[config.mk]
export PLATFORM = sky130hd
export DESIGN_NAME = system_bus_strobe_decode
export DESIGN_NICKNAME = d
export VERILOG_FILES = /design/src/hdl/strobe_decode_pkg.sv /design/src/hdl/system_bus_strobe_decode.sv
export SDC_FILE = /design/constraint.sdc
export NUM_CORES = 1
export LEC_CHECK = 0
export ABC_AREA = 1
export CAP_MARGIN = 10
export CORE_AREA = 4 4 98 192
export DETAILED_ROUTE_END_ITERATION = 6
export DIE_AREA = 0 0 102 196
export DONT_BUFFER_PORTS = 1
export PLACE_DENSITY = 0.52
export SLEW_MARGIN = 25
export SYNTH_ARGS = -nofsm -noshare
export SYNTH_HDL_FRONTEND = slang
export SYNTH_SLANG_ARGS = --single-unit
[constraint.sdc]
create_clock -name clk -period 2.6 [get_ports clk]
set_clock_uncertainty 0.2 [all_clocks]
set_input_delay 0.26 -clock clk [delete_from_list [all_inputs] [get_ports clk]]
set_output_delay 0.26 -clock clk [all_outputs]
set_load 0.1 [all_outputs]
[src/hdl/strobe_decode_pkg.sv]
package strobe_decode_pkg;
  localparam int          ADDR_W        = 20;
  localparam int          PAGE_W        = 8;
  localparam int          APB_ADDR_W    = 8;
  // Register offsets, byte addresses
  localparam logic [7:0]  CTRL_OFFSET   = 8'h00;
  localparam logic [7:0]  WIN0_OFFSET   = 8'h04;
  localparam logic [7:0]  WIN1_OFFSET   = 8'h08;
  localparam logic [7:0]  STATUS_OFFSET = 8'h0c;
  // Control fields
  localparam int          SHADOW_BIT    = 0;
  localparam int          INH_RD_BIT    = 1;
  localparam int          INH_WR_BIT    = 2;
  localparam int          ROM_OE_BIT    = 3;
  localparam int          RAM_LIMIT_LSB = 8;
  localparam logic [31:0] CTRL_RESET    = 32'h0000_a000;
  // Window fields
  localparam int          WIN_EN_BIT    = 0;
  localparam int          WIN_SEL_BIT   = 1;
  localparam int          WIN_BASE_LSB  = 4;
  localparam int          WIN_MASK_LSB  = 12;
  localparam logic [31:0] WIN_RESET     = 32'h0000_0000;
  // Status fields
  localparam int          ST_STRAP_BIT  = 0;
  localparam int          ST_BUSY_BIT   = 1;
  localparam int          ST_WAITED_BIT = 2;
  // Boot segment F000:0 to FFFF:F is address[19:16] == f
  localparam logic [3:0]  BOOT_SEG      = 4'hf;
  // Strobe minimum width
  localparam int          CLK_NS        = 10;
  localparam int          STROBE_NS     = 30;
  localparam int          STROBE_CYCLES = (STROBE_NS + CLK_NS - 1) / CLK_NS;

  typedef struct packed {
    logic              valid;
    logic              is_io;
    logic              is_write;
    logic              is_word;
    logic              internal;
    logic [ADDR_W-1:0] addr;
  } bus_req_type;

  typedef struct packed {
    logic io_rd;
    logic io_wr;
    logic mem_rd;
    logic mem_wr;
  } strobe_type;

  typedef enum logic [1:0] {
    ST_IDLE   = 2'b00,
    ST_STROBE = 2'b01,
    ST_GAP    = 2'b10
  } state_type;
endpackage : strobe_decode_pkg

[src/hdl/system_bus_strobe_decode.sv]
// The address map and the APB interface to the registers are this design's own decisions.
`timescale 1ns/100ps
// How it works
// - The first ROM enable fires on memory reads in the boot segment unless it is shadowed.
// - Two software windows may fire either ROM enable for further address ranges.
// - An I/O read raises the I/O read strobe so the external device drives the data bus.
// - A control bit suppresses the I/O read strobe for cycles to internal peripherals.
// - An I/O write raises the I/O write strobe while write data is on the bus.
// - A control bit suppresses the I/O write strobe for cycles to internal peripherals.
// - The memory read strobe stays low on reads of system RAM.
// - A control bit lets the memory read strobe act as output enable of either ROM.
// - A memory write to expansion memory raises the memory write strobe.
// - The memory write strobe stays low on writes to system RAM or ROM.
// - A low channel ready, combined with internal ready, stretches the cycle with waits.
// - The width strap, caught after reset, makes word ROM reads two byte cycles when high.
module system_bus_strobe_decode
  import strobe_decode_pkg::*;
#(
  parameter int STROBE_MIN = STROBE_CYCLES
) (
  input  wire logic                  clk,
  input  wire logic                  reset_n,
  input  wire logic [APB_ADDR_W-1:0] paddr,
  input  wire logic                  psel,
  input  wire logic                  penable,
  input  wire logic                  pwrite,
  input  wire logic [31:0]           pwdata,
  output logic      [31:0]           prdata,
  output logic                       pready,
  output logic                       pslverr,
  input  wire bus_req_type           bus_req,
  output logic                       cycle_done,
  input  wire logic                  channel_ready_in,
  input  wire logic                  internal_ready_in,
  input  wire logic                  rom_width_strap,
  output logic                       io_read_strobe,
  output logic                       io_write_strobe,
  output logic                       mem_read_strobe,
  output logic                       mem_write_strobe,
  output logic      [1:0]            rom_chip_enable,
  output logic                       rom_byte_high
);

  // Counter is eight bits wide
  if (STROBE_MIN < 1 || STROBE_MIN > 255) begin : gen_bad_strobe_min
    $error("STROBE_MIN out of range");
  end

  logic [31:0]       ctrl_reg;
  logic [31:0]       win_reg [2];
  logic [31:0]       prdata_reg;
  logic              pslverr_reg;
  logic              strap_8bit_reg;
  logic              strap_taken_reg;
  logic              waited_reg;
  state_type         state_reg;
  strobe_type        strobe_reg;
  strobe_type        strobe_next;
  logic [1:0]        ce_reg;
  logic [1:0]        ce_next;
  logic [7:0]        cnt_reg;
  logic              split_reg;
  logic              byte_high_reg;
  logic              done_reg;
  logic [PAGE_W-1:0] page;
  logic [1:0]        win_hit;
  logic              boot_seg;
  logic              boot_hit;
  logic              rom_hit;
  logic              ram_hit;
  logic              mem_rd_req;
  logic              mem_wr_req;
  logic              io_rd_req;
  logic              io_wr_req;
  logic              split_next;
  logic              accept;
  logic              ready_all;
  logic              addr_ok;
  logic [31:0]       read_mux;

  // Address decode
  assign page     = bus_req.addr[ADDR_W-1 -: PAGE_W];
  assign boot_seg = bus_req.addr[ADDR_W-1 -: 4] == BOOT_SEG;
  assign boot_hit = boot_seg && !ctrl_reg[SHADOW_BIT];

  generate
    for (genvar g = 0; g < 2; g++) begin : gen_win
      logic [PAGE_W-1:0] base;
      logic [PAGE_W-1:0] mask;
      assign base = win_reg[g][WIN_BASE_LSB +: PAGE_W];
      assign mask = win_reg[g][WIN_MASK_LSB +: PAGE_W];
      // Mask bit set means the page bit is compared
      assign win_hit[g] = win_reg[g][WIN_EN_BIT] && (((page ^ base) & mask) == '0);
    end
  endgenerate

  assign rom_hit = boot_hit || (|win_hit);
  // Shadowed boot segment reads and writes go to RAM
  assign ram_hit = !rom_hit
                   && (page < ctrl_reg[RAM_LIMIT_LSB +: PAGE_W] || boot_seg);

  assign mem_rd_req = !bus_req.is_io && !bus_req.is_write;
  assign mem_wr_req = !bus_req.is_io && bus_req.is_write;
  assign io_rd_req  = bus_req.is_io && !bus_req.is_write;
  assign io_wr_req  = bus_req.is_io && bus_req.is_write;
  assign accept     = state_reg == ST_IDLE && bus_req.valid;
  assign ready_all  = channel_ready_in && internal_ready_in;

  always_comb begin
    strobe_next        = '0;
    ce_next            = '0;
    strobe_next.io_rd  = io_rd_req && !(bus_req.internal && ctrl_reg[INH_RD_BIT]);
    strobe_next.io_wr  = io_wr_req && !(bus_req.internal && ctrl_reg[INH_WR_BIT]);
    // RAM reads are served by the memory controller
    strobe_next.mem_rd = mem_rd_req && !ram_hit
                         && (!rom_hit || ctrl_reg[ROM_OE_BIT]);
    strobe_next.mem_wr = mem_wr_req && !ram_hit && !rom_hit;
    if (mem_rd_req && boot_hit) begin
      ce_next[0] = 1'b1;
    end else if (mem_rd_req && win_hit[0]) begin
      ce_next[win_reg[0][WIN_SEL_BIT]] = 1'b1;
    end else if (mem_rd_req && win_hit[1]) begin
      ce_next[win_reg[1][WIN_SEL_BIT]] = 1'b1;
    end
  end

  // Eight-bit ROM takes a word read as two byte cycles
  assign split_next = mem_rd_req && rom_hit && bus_req.is_word && strap_8bit_reg;

  // Strap is caught on the first edge after reset release
  always_ff @(posedge clk or negedge reset_n) begin
    if (!reset_n) begin
      strap_taken_reg <= 1'b0;
      strap_8bit_reg  <= 1'b0;
    end else if (!strap_taken_reg) begin
      strap_taken_reg <= 1'b1;
      strap_8bit_reg  <= rom_width_strap;
    end
  end

  // Cycle sequencer
  always_ff @(posedge clk or negedge reset_n) begin
    if (!reset_n) begin
      state_reg     <= ST_IDLE;
      strobe_reg    <= '0;
      ce_reg        <= '0;
      cnt_reg       <= '0;
      split_reg     <= 1'b0;
      byte_high_reg <= 1'b0;
      done_reg      <= 1'b0;
      waited_reg    <= 1'b0;
    end else begin
      done_reg <= 1'b0;
      case (state_reg)
        ST_IDLE: begin
          if (accept) begin
            waited_reg    <= 1'b0;
            byte_high_reg <= 1'b0;
            if ((|strobe_next) || (|ce_next)) begin
              strobe_reg <= strobe_next;
              ce_reg     <= ce_next;
              split_reg  <= split_next;
              cnt_reg    <= 8'(STROBE_MIN - 1);
              state_reg  <= ST_STROBE;
            end else begin
              // Internal, RAM or ROM write cycle, nothing to drive
              done_reg  <= 1'b1;
              state_reg <= ST_GAP;
            end
          end
        end
        ST_STROBE: begin
          if (cnt_reg != '0) begin
            cnt_reg <= cnt_reg - 8'd1;
          end else if (!ready_all) begin
            waited_reg <= 1'b1;
          end else if (split_reg) begin
            split_reg     <= 1'b0;
            byte_high_reg <= 1'b1;
            cnt_reg       <= 8'(STROBE_MIN - 1);
          end else begin
            strobe_reg    <= '0;
            ce_reg        <= '0;
            byte_high_reg <= 1'b0;
            done_reg      <= 1'b1;
            state_reg     <= ST_GAP;
          end
        end
        ST_GAP: begin
          // Lets the requester drop valid before a new accept
          state_reg <= ST_IDLE;
        end
        default: begin
          state_reg  <= ST_IDLE;
          strobe_reg <= '0;
          ce_reg     <= '0;
        end
      endcase
    end
  end

  assign io_read_strobe   = strobe_reg.io_rd;
  assign io_write_strobe  = strobe_reg.io_wr;
  assign mem_read_strobe  = strobe_reg.mem_rd;
  assign mem_write_strobe = strobe_reg.mem_wr;
  assign rom_chip_enable  = ce_reg;
  assign rom_byte_high    = byte_high_reg;
  assign cycle_done       = done_reg;

  // APB slave, zero wait states
  assign addr_ok = paddr == CTRL_OFFSET || paddr == WIN0_OFFSET
                   || paddr == WIN1_OFFSET || paddr == STATUS_OFFSET;

  always_comb begin
    read_mux = '0;
    case (paddr)
      CTRL_OFFSET:   read_mux = ctrl_reg;
      WIN0_OFFSET:   read_mux = win_reg[0];
      WIN1_OFFSET:   read_mux = win_reg[1];
      STATUS_OFFSET: begin
        read_mux[ST_STRAP_BIT]  = strap_8bit_reg;
        read_mux[ST_BUSY_BIT]   = state_reg != ST_IDLE;
        read_mux[ST_WAITED_BIT] = waited_reg;
      end
      default:       read_mux = '0;
    endcase
  end

  always_ff @(posedge clk or negedge reset_n) begin
    if (!reset_n) begin
      prdata_reg  <= '0;
      pslverr_reg <= 1'b0;
    end else if (psel && !penable) begin
      prdata_reg  <= pwrite ? 32'h0000_0000 : read_mux;
      pslverr_reg <= !addr_ok;
    end
  end

  always_ff @(posedge clk or negedge reset_n) begin
    if (!reset_n) begin
      ctrl_reg   <= CTRL_RESET;
      win_reg[0] <= WIN_RESET;
      win_reg[1] <= WIN_RESET;
    end else if (psel && penable && pwrite) begin
      case (paddr)
        CTRL_OFFSET: ctrl_reg   <= pwdata;
        WIN0_OFFSET: win_reg[0] <= pwdata;
        WIN1_OFFSET: win_reg[1] <= pwdata;
        default:     ;
      endcase
    end
  end

  assign prdata  = prdata_reg;
  assign pready  = 1'b1;
  assign pslverr = pslverr_reg && psel && penable;
endmodule : system_bus_strobe_decode

== After elaboration in Yosys (flattened, before gate mapping) ==
Index checks and enable logic that the tools add are counted.

* Word-level logic and storage cells: 163
* Input port bits: 73
* Register bits after elaboration: 151
* Output and inout bits: 42

* Bitwise logic cells: 5
* Eq/ne operators: 14
* Reductions and logical operators: 66
* Order comparisons: 5
* Multiplexer cells: 54
* $add $sub $neg: 1

{| class="wikitable"
|+ Operator list
! cell !! number
|-
| 29-bit case mux with 3 select lines || 1
|-
| 8-bit two-way mux || 5
|-
| 32-bit two-way mux || 1
|-
| 1-bit logical AND || 31
|-
| 8-bit zero test || 3
|-
| 2-bit two-way mux || 12
|-
| 4-bit two-way mux || 5
|-
| 1-bit two-way mux || 19
|-
| 8-bit bitwise AND || 2
|-
| 8-bit by 4-bit == test with 1-bit output (second input constant) || 2
|-
| 8-bit case mux with 2 select lines || 1
|-
| 8-bit bitwise XOR || 2
|-
| 3-bit case mux with 4 select lines || 1
|-
| 4-bit case mux with 3 select lines || 1
|-
| 4-bit AND reduction || 3
|-
| 2-bit != test (second input constant) || 5
|-
| 5-bit AND reduction || 2
|-
| 1-bit zero test || 9
|-
| 8-bit by 3-bit == test with 1-bit output (second input constant) || 1
|-
| 8-bit < comparator || 1
|-
| 1-bit case mux with 2 select lines || 4
|-
| 8-bit nonzero test || 1
|-
| 8-bit by 1-bit subtractor with 8-bit output (second input constant) || 1
|-
| 1-bit logical OR || 7
|-
| 17 further kinds || 25
|}

== Depth between registers and ports, before layout ==
Gate-level depths: netlist (run 1).

* Word-level depth: 16
* Depth in mapped cells: 17
* Depth with buffers taken out: 17

== Worst setup path before layout (run 1) ==
OpenSTA, ideal clock, no wires.

* Path type: register -> register
* From: register ctrl_reg[15]
* To: register strobe_reg, in the netlist io_read_strobe
* Clock period less this slack: 2.147 ns
* Cell stages (with the launch flop): 13
* Data required time: 2.278 ns
* Slack: 0.453 ns
* Path buffers: 0
* Setup time: 0.122 ns
* Data arrival time: 1.825 ns
* Path through: dfstp_2 > inv_1 > ha_1 > nand2_1 > o21a_1 > a21boi_0 > nor2_1 > nor2_1 > nor2_4 > nand3_4 > nand2_4 > nand2_1 > nand2_1

* Cells in the longest elaborated chain, start to end: 10
* Elaborated cells between the ends (all ways): 12
* Those cells by class: order compare (1); eq/ne (1); reduce/logical (10)

{| class="wikitable"
|+ RTL lines
! what !! line !! RTL
|-
| start, declared || system_bus_strobe_decode.sv:49 || <nowiki>logic [31:0] ctrl_reg;</nowiki>
|-
| start signal, assigned || system_bus_strobe_decode.sv:246 || <nowiki>CTRL_OFFSET: ctrl_reg <= pwdata;</nowiki>
|-
| 8-bit < comparator * || system_bus_strobe_decode.sv:100 || <nowiki>&& (page < ctrl_reg[RAM_LIMIT_LSB +: PAGE_W] || boot_seg);</nowiki>
|-
| 1-bit logical OR * || system_bus_strobe_decode.sv:100 ||
|-
| 1-bit logical AND * || system_bus_strobe_decode.sv:100 ||
|-
| 1-bit zero test * || system_bus_strobe_decode.sv:115, system_bus_strobe_decode.sv:117 ||
|-
| 1-bit logical AND (on tied branches) || system_bus_strobe_decode.sv:117, system_bus_strobe_decode.sv:115 ||
|-
| 1-bit logical AND (on tied branches) || system_bus_strobe_decode.sv:117, system_bus_strobe_decode.sv:116 ||
|-
| 4-bit OR reduction * || system_bus_strobe_decode.sv:159 || <nowiki>if ((|strobe_next) || (|ce_next)) begin</nowiki>
|-
| 1-bit logical OR * || system_bus_strobe_decode.sv:159 ||
|-
| 2-bit by 1-bit != test with 1-bit output (no line) * || -- ||
|-
| 6-bit AND reduction (no line) * || -- ||
|-
| end signal, assigned || system_bus_strobe_decode.sv:160 || <nowiki>strobe_reg <= strobe_next;</nowiki>
|-
| end, declared || system_bus_strobe_decode.sv:57 || <nowiki>strobe_type strobe_reg;</nowiki>
|}

Every way passes the cells marked *; elsewhere a longest branch is shown, timed or not.
A chain may end at the register's enable or synchronous reset.

== Final worst setup path (run 1) ==
* From: register ctrl_reg[15]
* To: register strobe_reg, in the netlist mem_write_strobe

* Cells in the longest elaborated chain, start to end: 10
* Elaborated cells between the ends (all ways): 15
* Those cells by class: order compare (1); eq/ne (1); mux (3); reduce/logical (10)

{| class="wikitable"
|+ RTL lines
! what !! line
|-
| 8-bit < comparator * || system_bus_strobe_decode.sv:100
|-
| 1-bit logical OR * || system_bus_strobe_decode.sv:100
|-
| 1-bit logical AND * || system_bus_strobe_decode.sv:100
|-
| 1-bit zero test * || system_bus_strobe_decode.sv:115, system_bus_strobe_decode.sv:117
|-
| 1-bit logical AND (on tied branches) || system_bus_strobe_decode.sv:117, system_bus_strobe_decode.sv:115
|-
| 1-bit logical AND (on tied branches) || system_bus_strobe_decode.sv:117, system_bus_strobe_decode.sv:116
|-
| 4-bit OR reduction || system_bus_strobe_decode.sv:159
|-
| 1-bit logical OR || system_bus_strobe_decode.sv:159
|-
| 2-bit by 1-bit != test with 1-bit output (no line) || --
|-
| 6-bit AND reduction (no line) || --
|}

Every way passes the cells marked *; elsewhere a longest branch is shown, timed or not. The select of a mux whose other input is x is not followed.

==> impl_metrics.prom, run 1 <==
# TYPE chip_impl_metric gauge
chip_impl_info{name="outcome",value="finished with violations"} 1
chip_impl_info{name="failing_checks",value="negative hold slack"} 1
chip_impl_metric{name="vdd_drop_max",unit="uV"} 435
chip_impl_metric{name="synth_edf_count",unit=""} 0
chip_impl_info{name="tritoncts",value="built"} 1
chip_impl_metric{name="first_pass_iters",unit=""} 5
chip_impl_metric{name="power.net_switching",unit="mW"} 1.90
chip_impl_metric{name="synthesis.instances",unit=""} 867
chip_impl_metric{name="die_h",unit="um"} 196
chip_impl_metric{name="post_cts_hold_buffer_count",unit=""} 43
chip_impl_metric{name="max_freq",unit="MHz"} 410
chip_impl_metric{name="final_worst_path_period_share",unit="%"} 93.9
chip_impl_metric{name="cts-htree-levels",unit=""} 4
chip_impl_metric{name="clock_insertion_delay_worst_skew",unit="ns"} 0.43
chip_impl_metric{name="synth_largest_type_area_fraction",unit="%"} 52.2
chip_impl_metric{name="timing.critical_path.buf_inv",unit=""} 2
chip_impl_metric{name="critical_path_rt",unit="ns"} 2.77
chip_impl_metric{name="hold_ws",unit="ns"} -0.678
chip_impl_metric{name="finalWirelength",unit="mm"} 20.5
chip_impl_metric{name="post-route-cell-area",unit="sq um"} 8770
chip_impl_info{name="grt_setup_unrepaired",value="false"} 1
chip_impl_info{name="critical-path-top-delay-family",value="simple AND/OR/NAND/NOR gates"} 1
chip_impl_metric{name="post-cts-setup-buffers",unit=""} 0
chip_impl_metric{name="drc",unit=""} 0
chip_impl_metric{name="power.share.sequential",unit="%"} 42.6
chip_impl_metric{name="dp_worst_setup_slack",unit="ns"} -0.0343
chip_impl_metric{name="initial_cell_density_of_the_core",unit="%"} 41.2
chip_impl_metric{name="hold_viol_final",unit=""} 151
chip_impl_metric{name="finish.utilization",unit="%"} 50.5
chip_impl_metric{name="maxCapViolCount",unit=""} 0
chip_impl_metric{name="grt_antenna_before_repair",unit=""} 0
chip_impl_metric{name="place.gp.congestion",unit=""} 0.850
chip_impl_metric{name="die_width",unit="um"} 102
chip_impl_metric{name="finalWorstSetupSlack",unit="ns"} 0.160
chip_impl_metric{name="final_cell_count_no_fill",unit=""} 1170
chip_impl_metric{name="num_io_pins",unit=""} 115
chip_impl_metric{name="flow.area_growth_from_synthesis",unit="%"} 22.8
chip_impl_metric{name="fp-row-count",unit=""} 68
chip_impl_metric{name="max-slew-margin-rel",unit="%"} 39.4
chip_impl_metric{name="cts.sink_count",unit=""} 151
chip_impl_metric{name="groute.layer.met3.usage",unit="%"} 3.59
chip_impl_info{name="worstPathCellList",value="inv_1, ha_1, a21oi_2, o21a_1, a21boi_2, buf_4, nor2_4, nor2_4, nor2_4, nand3_4, nand2_4, nand2_1, nand2_1"} 1
chip_impl_metric{name="placed_cells_incl_taps",unit=""} 1095
chip_impl_metric{name="yosys_warnings",unit=""} 0
chip_impl_metric{name="synth.yosys.seq_area_share",unit="%"} 52.9
chip_impl_metric{name="grt_max_degree",unit=""} 152
chip_impl_metric{name="async_flop_share",unit="%"} 100
chip_impl_metric{name="cts_buffers",unit=""} 17
chip_impl_metric{name="grtUsageTotal",unit="%"} 21.4
chip_impl_metric{name="grt_pass1_wl",unit="mm"} 33.1
chip_impl_metric{name="vias_per_cell",unit=""} 5.16
chip_impl_metric{name="grt_util_met2",unit="%"} 39.1
chip_impl_metric{name="swShare",unit="%"} 30.1
chip_impl_metric{name="floorplan.core_area",unit="sq um"} 17400
chip_impl_metric{name="dp_hpwl",unit="mm"} 14.3
chip_impl_metric{name="finalNetCount",unit=""} 1029
chip_impl_metric{name="post_dp_cell_area",unit="sq um"} 7680
chip_impl_info{name="gr-max-usage-layer",value="met2"} 1
chip_impl_metric{name="gr_layer_usage_met1",unit="%"} 23.9
chip_impl_info{name="cts.root.buffer_cell",value="clkbuf_16"} 1
chip_impl_info{name="post-synth-top-area-cell",value="dfrtp_1"} 1
chip_impl_metric{name="route.detailed.wl_per_inst",unit="um"} 17.5
chip_impl_metric{name="worst-slew-pin-transition",unit="ns"} 0.910
chip_impl_metric{name="cts.path.max_buffers",unit=""} 2
chip_impl_metric{name="n_antenna_cell",unit=""} 0
chip_impl_metric{name="worst_path_arrival",unit="ns"} 2.61
chip_impl_metric{name="finalPower",unit="mW"} 6.33
chip_impl_metric{name="synth.lib_cells_used.distinct",unit=""} 45
chip_impl_metric{name="port-buffer-count",unit=""} 0
chip_impl_info{name="timing_worst_setup_path_type",value="flip-flop to flip-flop"} 1
chip_impl_metric{name="setup_viol",unit=""} 0
chip_impl_metric{name="pwr-share-comb",unit="%"} 15.0
chip_impl_metric{name="syn_avg_cell_area",unit="sq um"} 8.24
chip_impl_metric{name="power.share.clock",unit="%"} 42.3
chip_impl_metric{name="max_stage_delay",unit="ns"} 0.53
chip_impl_info{name="crit_path_top_delay_cell",value="dfstp_2"} 1
chip_impl_metric{name="static-leakage-power",unit="nW"} 4.20
chip_impl_metric{name="period_needed",unit="ns"} 2.44
chip_impl_info{name="startpoint_type",value="flip-flop"} 1
chip_impl_metric{name="final_layout_size_suffix_gt1_share",unit="%"} 12.0
chip_impl_metric{name="total_global_routing_overflow",unit=""} 0
chip_impl_metric{name="synth.ff_latch_count",unit=""} 151
chip_impl_metric{name="setup_tns",unit="ns"} 0
chip_impl_info{name="yosys.cell_count.top_type",value="nand2_1"} 1
chip_impl_info{name="synth.top_cells.by_count",value="nand2_1, dfrtp_1, o21ai_0"} 1
chip_impl_info{name="synth_area_leaders",value="dfrtp_1, nand2_1, o21ai_0"} 1
chip_impl_metric{name="drv_slew",unit=""} 0
chip_impl_info{name="critPathMostFrequentCell",value="nor2_4"} 1
chip_impl_metric{name="detail_route.iter0.violations",unit=""} 276
chip_impl_info{name="timing.critical_path.to_type",value="flip-flop"} 1
chip_impl_metric{name="path_clk_slew",unit="ns"} 0.07
chip_impl_metric{name="drt_antenna_net_count",unit=""} 0
chip_impl_info{name="min_path_type",value="input port to async pin"} 1
chip_impl_metric{name="worst-path-max-fanout",unit=""} 8
chip_impl_metric{name="vias",unit=""} 6041
chip_impl_metric{name="p_int",unit="mW"} 4.43
chip_impl_metric{name="fp.dieArea",unit="sq um"} 20000
chip_impl_metric{name="first_global_vias",unit=""} 6377
chip_impl_metric{name="power.density_cell_area",unit="nW/um^2"} 722
chip_impl_metric{name="post_synth_instance_area",unit="sq um"} 7140
chip_impl_info{name="top_reg_cell_synth",value="dfrtp_1"} 1
==> cells by family (layout without fill, tap and decap cells) <==
family	Yosys count	count (layout)	share of synthesized area, %
simple gates	383	383	22.8
compound gates	192	192	15.4
flops	151	151	52.9
buf+inv	130	222	7.16
fa+ha+maj	9	9	1.58
other cells	1	2	0.0525
xor+xnor	1	1	0.123
==> metal layers <==
layer	wire length, um	share of wire [%]
met5	0	0
met4	467	2.3
met3	737	3.6
met2	11500	56
met1	7870	38
==> path summary, 6_finish.rpt <==
| check | cells past startpoint | slack, ns | from | to |
|---|---|---|---|---|
| max | 13 | 0.16 | ctrl_reg[15] | mem_write_strobe |
| min | 0 | -0.68 | reset_n | ctrl_reg[6] |
| max reg2reg | 13 | 0.16 | ctrl_reg[15] | mem_write_strobe |
| min reg2reg | 1 | 0.24 | strap_taken_reg | strap_8bit_reg |
| max in group asynchronous | 0 | 2.65 | reset_n | strap_taken_reg |
| min in group clk | 5 | 0.01 | bus_req[23] | mem_write_strobe |
==> layout by cell type (no fill, tap or decap), types with 3 or more instances in the layout <==
cell type,instances
a21oi_1,24
a221oi_1,11
a22o_1,16
buf_12,3
buf_4,45
bufinv_16,4
clkbuf_16,17
clkinvlp_4,4
dfrtp_1,149
dlygate4sd3_1,43
ha_1,9
inv_1,89
inv_2,8
inv_6,3
nand2_1,256
nand2_2,4
nand3_1,37
nand3_2,4
nand4_1,8
nor2_1,52
nor2_2,4
nor2_4,3
nor3_1,4
o21ai_0,108
o21ai_1,21
o22ai_1,4
==> worst reg2reg max path, cell delays in order (launching register included) <==
cell and delay, ns:
dfstp_2 0.53, inv_1 0.06, ha_1 0.31, a21oi_2 0.15, o21a_1 0.17, a21boi_2 0.08
buf_4 0.14, nor2_4 0.12, nor2_4 0.06, nor2_4 0.15, nand3_4 0.14, nand2_4 0.12
nand2_1 0.06, nand2_1 0.09
==> layout make-up <==
class	count	area (sq um)
Multi-Input combinational cell	587	2890
Clock inverter	13	194
Inverter	99	373
Tap cell	210	263
Fill cell	1708	8580
Clock buffer	19	443
Timing Repair Buffer	91	828
Sequential cell	151	3780
==> what timing repair did <==
item / 4_1_cts / 5_1_grt
hold endpoints to repair: 256 / 151
gates resized for setup: 1 / 8
pin swaps: 0 / 3
setup endpoints to repair: 9 / 16
==> power by group through the flow <==
stage               Clock, mW  Combinational, mW  Sequential, mW
CTS                      2.73              0.959            2.70
global placement            0              0.860            2.74
global route             2.81               1.08            2.72
floorplan                   0              0.598            2.81
detailed placement          0              0.894            2.74
finish                   2.68              0.952            2.70
No activity file was read; power rests on OpenSTA's default activity.
==> run 2, diff against run 1 <==
Settings changed: SKIP_LAST_GASP set to 1.
Clock period 2.6 ns to 2.4 ns, I/O delays scaled along.
==> impl_metrics.prom, run 2 (synthesized netlist as in run 1, its figures left out) <==
# TYPE chip_impl_metric gauge
chip_impl_metric{name="cts-htree-levels",unit=""} 4
chip_impl_metric{name="finalWorstSetupSlack",unit="ns"} 0.101
chip_impl_metric{name="vias",unit=""} 6037
chip_impl_metric{name="cts.path.max_buffers",unit=""} 2
chip_impl_metric{name="post_dp_cell_area",unit="sq um"} 7760
chip_impl_metric{name="reg2regPathDepth",unit=""} 13
chip_impl_info{name="timing.critical_path.to_type",value="flip-flop"} 1
chip_impl_metric{name="finalWirelength",unit="mm"} 19.9
chip_impl_metric{name="swShare",unit="%"} 30.8
chip_impl_metric{name="first_global_vias",unit=""} 6181
chip_impl_metric{name="floorplan.core_area",unit="sq um"} 17400
chip_impl_metric{name="dp_worst_setup_slack",unit="ns"} -0.176
chip_impl_metric{name="final_worst_path_period_share",unit="%"} 95.8
chip_impl_metric{name="worst-slew-pin-transition",unit="ns"} 0.546
chip_impl_metric{name="drc",unit=""} 0
chip_impl_metric{name="fillerInstances",unit=""} 1689
chip_impl_metric{name="timing.critical_path.buf_inv",unit=""} 2
chip_impl_metric{name="route.detailed.wl_per_inst",unit="um"} 16.8
chip_impl_metric{name="power.density_cell_area",unit="nW/um^2"} 746
chip_impl_info{name="r2r-end",value="rom_chip_enable[0]"} 1
chip_impl_metric{name="post-route-cell-area",unit="sq um"} 8860
chip_impl_metric{name="power.share.sequential",unit="%"} 41.9
chip_impl_info{name="timing_worst_setup_path_type",value="flip-flop to flip-flop"} 1
chip_impl_metric{name="die_h",unit="um"} 196
chip_impl_metric{name="pwr-share-comb",unit="%"} 18.5
chip_impl_metric{name="vias_per_cell",unit=""} 5.11
chip_impl_metric{name="grtUsageTotal",unit="%"} 20.9
chip_impl_metric{name="vdd_drop_max",unit="uV"} 434
chip_impl_info{name="cts.root.buffer_cell",value="clkbuf_16"} 1
chip_impl_metric{name="hold_viol_final",unit=""} 152
chip_impl_metric{name="place.gp.congestion",unit=""} 0.826
chip_impl_info{name="most_frequent_cells_in_the_layout",value="nand2_1, dfrtp_1, o21ai_0"} 1
chip_impl_info{name="failing_checks",value="negative hold slack"} 1
chip_impl_metric{name="first_pass_iters",unit=""} 5
chip_impl_metric{name="drt_antenna_net_count",unit=""} 0
chip_impl_metric{name="clock_insertion_delay_worst_skew",unit="ns"} 0.42
chip_impl_metric{name="setup.reg_to_reg.worst_slack",unit="ns"} 0.10
chip_impl_metric{name="post_cts_hold_buffer_count",unit=""} 43
chip_impl_metric{name="grt_pass1_wl",unit="mm"} 32.3
chip_impl_metric{name="max_freq",unit="MHz"} 435
chip_impl_info{name="tritoncts",value="built"} 1
chip_impl_metric{name="finalNetCount",unit=""} 1041
chip_impl_metric{name="initial_cell_density_of_the_core",unit="%"} 41.2
chip_impl_info{name="critPathCapture",value="rom_chip_enable[0]"} 1
chip_impl_metric{name="dp_hpwl",unit="mm"} 14.2
chip_impl_metric{name="total_global_routing_overflow",unit=""} 0
chip_impl_metric{name="power.net_switching",unit="mW"} 2.03
chip_impl_metric{name="fp.dieArea",unit="sq um"} 20000
chip_impl_metric{name="port-buffer-count",unit=""} 0
chip_impl_info{name="layout.cells.most_common",value="nand2_1"} 1
chip_impl_info{name="worstPathCellList",value="inv_2, ha_4, nand2_1, o21a_1, a21boi_2, buf_4, nor2_4, nor2_4, nor2_4, nand3_4, nand2_4, nand2_1, nand2_1"} 1
chip_impl_metric{name="die_width",unit="um"} 102
chip_impl_metric{name="worst-path-max-fanout",unit=""} 8
chip_impl_metric{name="cts_buffers",unit=""} 17
chip_impl_metric{name="setup_viol",unit=""} 0
chip_impl_metric{name="critical_path_rt",unit="ns"} 2.51
chip_impl_metric{name="drv_slew",unit=""} 0
chip_impl_metric{name="fp-row-count",unit=""} 68
chip_impl_info{name="min_path_type",value="input port to async pin"} 1
chip_impl_metric{name="timing.critical_path.depth",unit=""} 13
chip_impl_metric{name="cts.sink_count",unit=""} 151
chip_impl_metric{name="worst_path_arrival",unit="ns"} 2.41
chip_impl_metric{name="path_clk_slew",unit="ns"} 0.06
chip_impl_metric{name="static-leakage-power",unit="nW"} 4.26
chip_impl_info{name="timing.rr.start",value="ctrl_reg[15]"} 1
chip_impl_metric{name="max-slew-margin-rel",unit="%"} 63.3
chip_impl_info{name="outcome",value="finished with violations"} 1
chip_impl_metric{name="n_antenna_cell",unit=""} 0
chip_impl_metric{name="grt_max_degree",unit=""} 152
chip_impl_metric{name="hold_ws",unit="ns"} -0.688
chip_impl_metric{name="maxCapViolCount",unit=""} 0
chip_impl_metric{name="grt_antenna_before_repair",unit=""} 0
chip_impl_metric{name="final_layout_size_suffix_gt1_share",unit="%"} 13.9
chip_impl_info{name="startpoint_type",value="flip-flop"} 1
chip_impl_info{name="crit_start",value="ctrl_reg[15]"} 1
chip_impl_metric{name="max_stage_delay",unit="ns"} 0.54
chip_impl_metric{name="flow.area_growth_from_synthesis",unit="%"} 24.1
chip_impl_metric{name="detail_route.iter0.violations",unit=""} 276
chip_impl_info{name="critical-path-top-delay-family",value="simple AND/OR/NAND/NOR gates"} 1
chip_impl_metric{name="num_io_pins",unit=""} 115
chip_impl_info{name="crit_path_top_delay_cell",value="dfstp_2"} 1
chip_impl_metric{name="p_int",unit="mW"} 4.58
chip_impl_metric{name="period_needed",unit="ns"} 2.30
chip_impl_metric{name="power.share.clock",unit="%"} 39.6
## run 2: changes by cell type in the layout (fill, tap and decap cells not counted), sizes merged
cell	before	now
clkbuf	19	20
inv	100	101
bufinv	4	1
clkinv	4	5
buf	48	60
## run 2: timing repair
item                                   CTS  global route
pin swaps                                0             7
setup endpoints to repair               18            18
resized for setup                        4            14
buffers inserted                         0             1
endpoints found under the hold margin  256           151
## run 2: power by group through the flow
stage / clock network, mW / logic (mW) / registers [mW]
2_1_floorplan: 0 / 0.648 / 3.05
3_3_place_gp: 0 / 1.12 / 2.81
4_1_cts: 2.68 / 1.22 / 2.77
6_report: 2.62 / 1.22 / 2.77
3_5_place_dp: 0 / 1.15 / 2.81
5_1_grt: 2.76 / 1.36 / 2.78
## run 2: metal layers
layer  GRT usage, %  part of all wire [%]  vias up
met5              0                     0        -
met2           38.5                    56      102
met1           23.5                    39     2902
li1               -                     -     3005
met4           7.64                   2.2        0
met3           3.59                   3.6       28
## run 2: per-stage QoR
step	hold WS (ns)	setup TNS (ns)	total power [mW]	std cells	util, %
floorplan	-0.256	0	3.70	868	-
global placement	-0.250	-2.38	3.94	1106	44.7
detailed placement	-0.250	-2.60	3.96	1106	44.7
CTS	-0.703	0	6.67	1181	50.6
global route	-0.708	-0.00236	6.91	1182	51.1
finish	-0.688	0	6.61	1182	51.1
## run 2: final cells by class
type / instances / area (sq um) / share of cell area [%]
well taps: 210 / 263 / 2.96
flip-flops and latches: 151 / 3780 / 42.7
repair buffers: 103 / 918 / 10.4
clock inverters: 12 / 118 / 1.33
multi-input cells: 587 / 2940 / 33.2
clock buffers: 20 / 467 / 5.27
inverters: 99 / 373 / 4.21
## run 2: worst min-delay path by stage
stage                       start  cells after the start  slack (ns)                 end
after floorplan           reset_n                      0       -0.26          cnt_reg[0]
after global placement    reset_n                      0       -0.25           prdata[9]
after detailed placement  reset_n                      0       -0.25           prdata[9]
after CTS                 reset_n                      0       -0.70  gen_win[0].base[3]
after global routing      reset_n                      0       -0.71          prdata[14]
final                     reset_n                      0       -0.69          prdata[14]
==> run 3, diff against run 2 <==
Settings changed: CORE_AREA 4 4 98 192 to 5 5 99 193, DIE_AREA 0 0 102 196 to 0 0 104 198.
==> impl_metrics.prom, run 3 (synthesized netlist as in run 1, its figures left out) <==
# TYPE chip_impl_metric gauge
chip_impl_info{name="outcome",value="finished with violations"} 1
chip_impl_metric{name="finalNetCount",unit=""} 1040
chip_impl_metric{name="dp_worst_setup_slack",unit="ns"} -0.178
chip_impl_info{name="critPathMostFrequentCell",value="nand2_1"} 1
chip_impl_metric{name="flow.area_growth_from_synthesis",unit="%"} 23.6
chip_impl_metric{name="finalWirelength",unit="mm"} 20.4
chip_impl_metric{name="post_cts_hold_buffer_count",unit=""} 43
chip_impl_metric{name="cts.path.max_buffers",unit=""} 2
chip_impl_metric{name="vdd_drop_max",unit="uV"} 440
chip_impl_metric{name="total_global_routing_overflow",unit=""} 0
chip_impl_metric{name="maxCapViolCount",unit=""} 0
chip_impl_metric{name="power.share.sequential",unit="%"} 42.2
chip_impl_metric{name="dp_hpwl",unit="mm"} 14.4
chip_impl_metric{name="path_clk_slew",unit="ns"} 0.06
chip_impl_metric{name="power.share.clock",unit="%"} 39.1
chip_impl_metric{name="grt_max_degree",unit=""} 152
chip_impl_metric{name="floorplan.core_area",unit="sq um"} 17400
chip_impl_metric{name="swShare",unit="%"} 31.3
chip_impl_metric{name="grtUsageTotal",unit="%"} 20.2
chip_impl_metric{name="die_h",unit="um"} 198
chip_impl_metric{name="setup_viol",unit=""} 0
chip_impl_info{name="min_path_type",value="input port to async pin"} 1
chip_impl_metric{name="power.net_switching",unit="mW"} 2.05
chip_impl_metric{name="drc",unit=""} 0
chip_impl_metric{name="post_dp_cell_area",unit="sq um"} 7770
chip_impl_metric{name="port-buffer-count",unit=""} 0
chip_impl_metric{name="vias",unit=""} 6108
chip_impl_metric{name="power.density_cell_area",unit="nW/um^2"} 744
chip_impl_metric{name="hold_viol_final",unit=""} 151
chip_impl_metric{name="max_stage_delay",unit="ns"} 0.53
chip_impl_metric{name="initial_cell_density_of_the_core",unit="%"} 41.2
chip_impl_metric{name="worst-slew-pin-transition",unit="ns"} 0.517
chip_impl_info{name="tritoncts",value="built"} 1
chip_impl_metric{name="post-route-cell-area",unit="sq um"} 8830
chip_impl_metric{name="period_needed",unit="ns"} 2.25
chip_impl_metric{name="finalPower",unit="mW"} 6.57
chip_impl_metric{name="cts.sink_count",unit=""} 151
chip_impl_metric{name="clock_insertion_delay_worst_skew",unit="ns"} 0.42
chip_impl_metric{name="first_pass_iters",unit=""} 5
chip_impl_metric{name="drt_antenna_net_count",unit=""} 0
chip_impl_metric{name="final_layout_size_suffix_gt1_share",unit="%"} 13.7
chip_impl_metric{name="critical_path_rt",unit="ns"} 2.51
chip_impl_info{name="startpoint_type",value="flip-flop"} 1
chip_impl_metric{name="cts-htree-levels",unit=""} 4
chip_impl_metric{name="max-slew-margin-rel",unit="%"} 65.3
chip_impl_info{name="cts.root.buffer_cell",value="clkbuf_16"} 1
chip_impl_metric{name="finalWorstSetupSlack",unit="ns"} 0.148
chip_impl_metric{name="n_antenna_cell",unit=""} 0
chip_impl_metric{name="pwr-share-comb",unit="%"} 18.7
chip_impl_metric{name="fp-row-count",unit=""} 68
chip_impl_metric{name="static-leakage-power",unit="nW"} 4.24
chip_impl_metric{name="worst-path-max-fanout",unit=""} 8
chip_impl_metric{name="num_io_pins",unit=""} 115
chip_impl_metric{name="grt_antenna_before_repair",unit=""} 0
chip_impl_info{name="timing_worst_setup_path_type",value="flip-flop to flip-flop"} 1
chip_impl_info{name="layout.cells.most_common",value="nand2_1"} 1
chip_impl_metric{name="fp.dieArea",unit="sq um"} 20600
chip_impl_metric{name="vias_per_cell",unit=""} 5.17
chip_impl_metric{name="first_global_vias",unit=""} 6346
chip_impl_metric{name="drv_slew",unit=""} 0
chip_impl_metric{name="route.detailed.wl_per_inst",unit="um"} 17.3
chip_impl_info{name="worstPathCellList",value="inv_2, ha_4, nand2_1, nor2_1, nand2_1, nand2_1, nand3_2, nor2_4, nor2_1, nand2_1, inv_2, nand3_4, nand2_4, nand2_1, nand2_1"} 1
chip_impl_info{name="timing.critical_path.to_type",value="flip-flop"} 1
chip_impl_metric{name="die_width",unit="um"} 104
chip_impl_info{name="most_frequent_cells_in_the_layout",value="nand2_1, dfrtp_1, o21ai_0"} 1
chip_impl_info{name="grt_setup_unrepaired",value="false"} 1
chip_impl_metric{name="finish.utilization",unit="%"} 50.9
chip_impl_metric{name="place.gp.congestion",unit=""} 0.855
chip_impl_metric{name="cts_buffers",unit=""} 17
chip_impl_metric{name="p_int",unit="mW"} 4.51
chip_impl_info{name="failing_checks",value="negative hold slack"} 1
chip_impl_info{name="crit_path_top_delay_cell",value="dfstp_2"} 1
chip_impl_metric{name="worst_path_arrival",unit="ns"} 2.36
chip_impl_metric{name="hold_ws",unit="ns"} -0.679
chip_impl_metric{name="grt_pass1_wl",unit="mm"} 33.1
chip_impl_metric{name="max_freq",unit="MHz"} 444
chip_impl_metric{name="detail_route.iter0.violations",unit=""} 285
chip_impl_metric{name="final_worst_path_period_share",unit="%"} 93.8
run 3: layout make-up:
type	count	area [sq um]
inverter	99	373
sequential	151	3780
fill	1698	8530
clock buffer	19	443
timing repair buffer	102	923
clock inverter	13	123
multi-input combinational	587	2920
tap	210	263
run 3: power groups by stage:
stage | Combinational (mW) | Sequential (mW) | Clock, mW
final | 1.23 | 2.77 | 2.57
after global routing | 1.36 | 2.79 | 2.73
after CTS | 1.22 | 2.77 | 2.62
after detailed placement | 1.15 | 2.82 | 0
after global placement | 1.12 | 2.81 | 0
after floorplan | 0.648 | 3.05 | 0
run 3: worst max-delay path, delay by kind of cell, from the launching register on:
kind | cells | cell delay [ns]
buffers and inverters | 2 | 0.12
DFF | 1 | 0.53
adders and majority gates | 1 | 0.27
and+or+nand+nor | 12 | 1.02
run 3: metrics by stage:
step	cells	TNS (ns)	hold WS, ns
floorplan	868	0	-0.256
global placement	1106	-2.30	-0.249
detailed placement	1106	-2.73	-0.249
CTS	1181	0	-0.700
global route	1181	0	-0.709
finish	1181	0	-0.679
run 3: path summary, 6_finish.rpt:
kind,from,to,slack [ns],cells past startpoint
max,ctrl_reg[15],rom_chip_enable[1],0.15,15
min,reset_n,prdata[7],-0.68,0
max reg2reg,ctrl_reg[15],rom_chip_enable[1],0.15,15
min reg2reg,strap_taken_reg,strap_8bit_reg,0.24,1
max in group asynchronous,reset_n,ctrl_reg[13],2.44,0
min in group clk,pwrite,prdata[27],0.03,3
run 3: timing repair:
item	4_1_cts	5_1_grt
buffers inserted	0	1
setup endpoints to repair	18	18
gates resized for setup	3	12
pin swaps	0	9
hold endpoints to repair	257	151
run 3: metal layers:
| layer | part of all wire (%) | vias up | GRT usage, % |
|---|---|---|---|
| met5 | 0 | - | 0 |
| met4 | 3.3 | 0 | 9.27 |
| met3 | 3.5 | 37 | 3.00 |
| met2 | 56 | 128 | 38.4 |
| met1 | 37 | 2942 | 21.8 |
| li1 | - | 3001 | - |
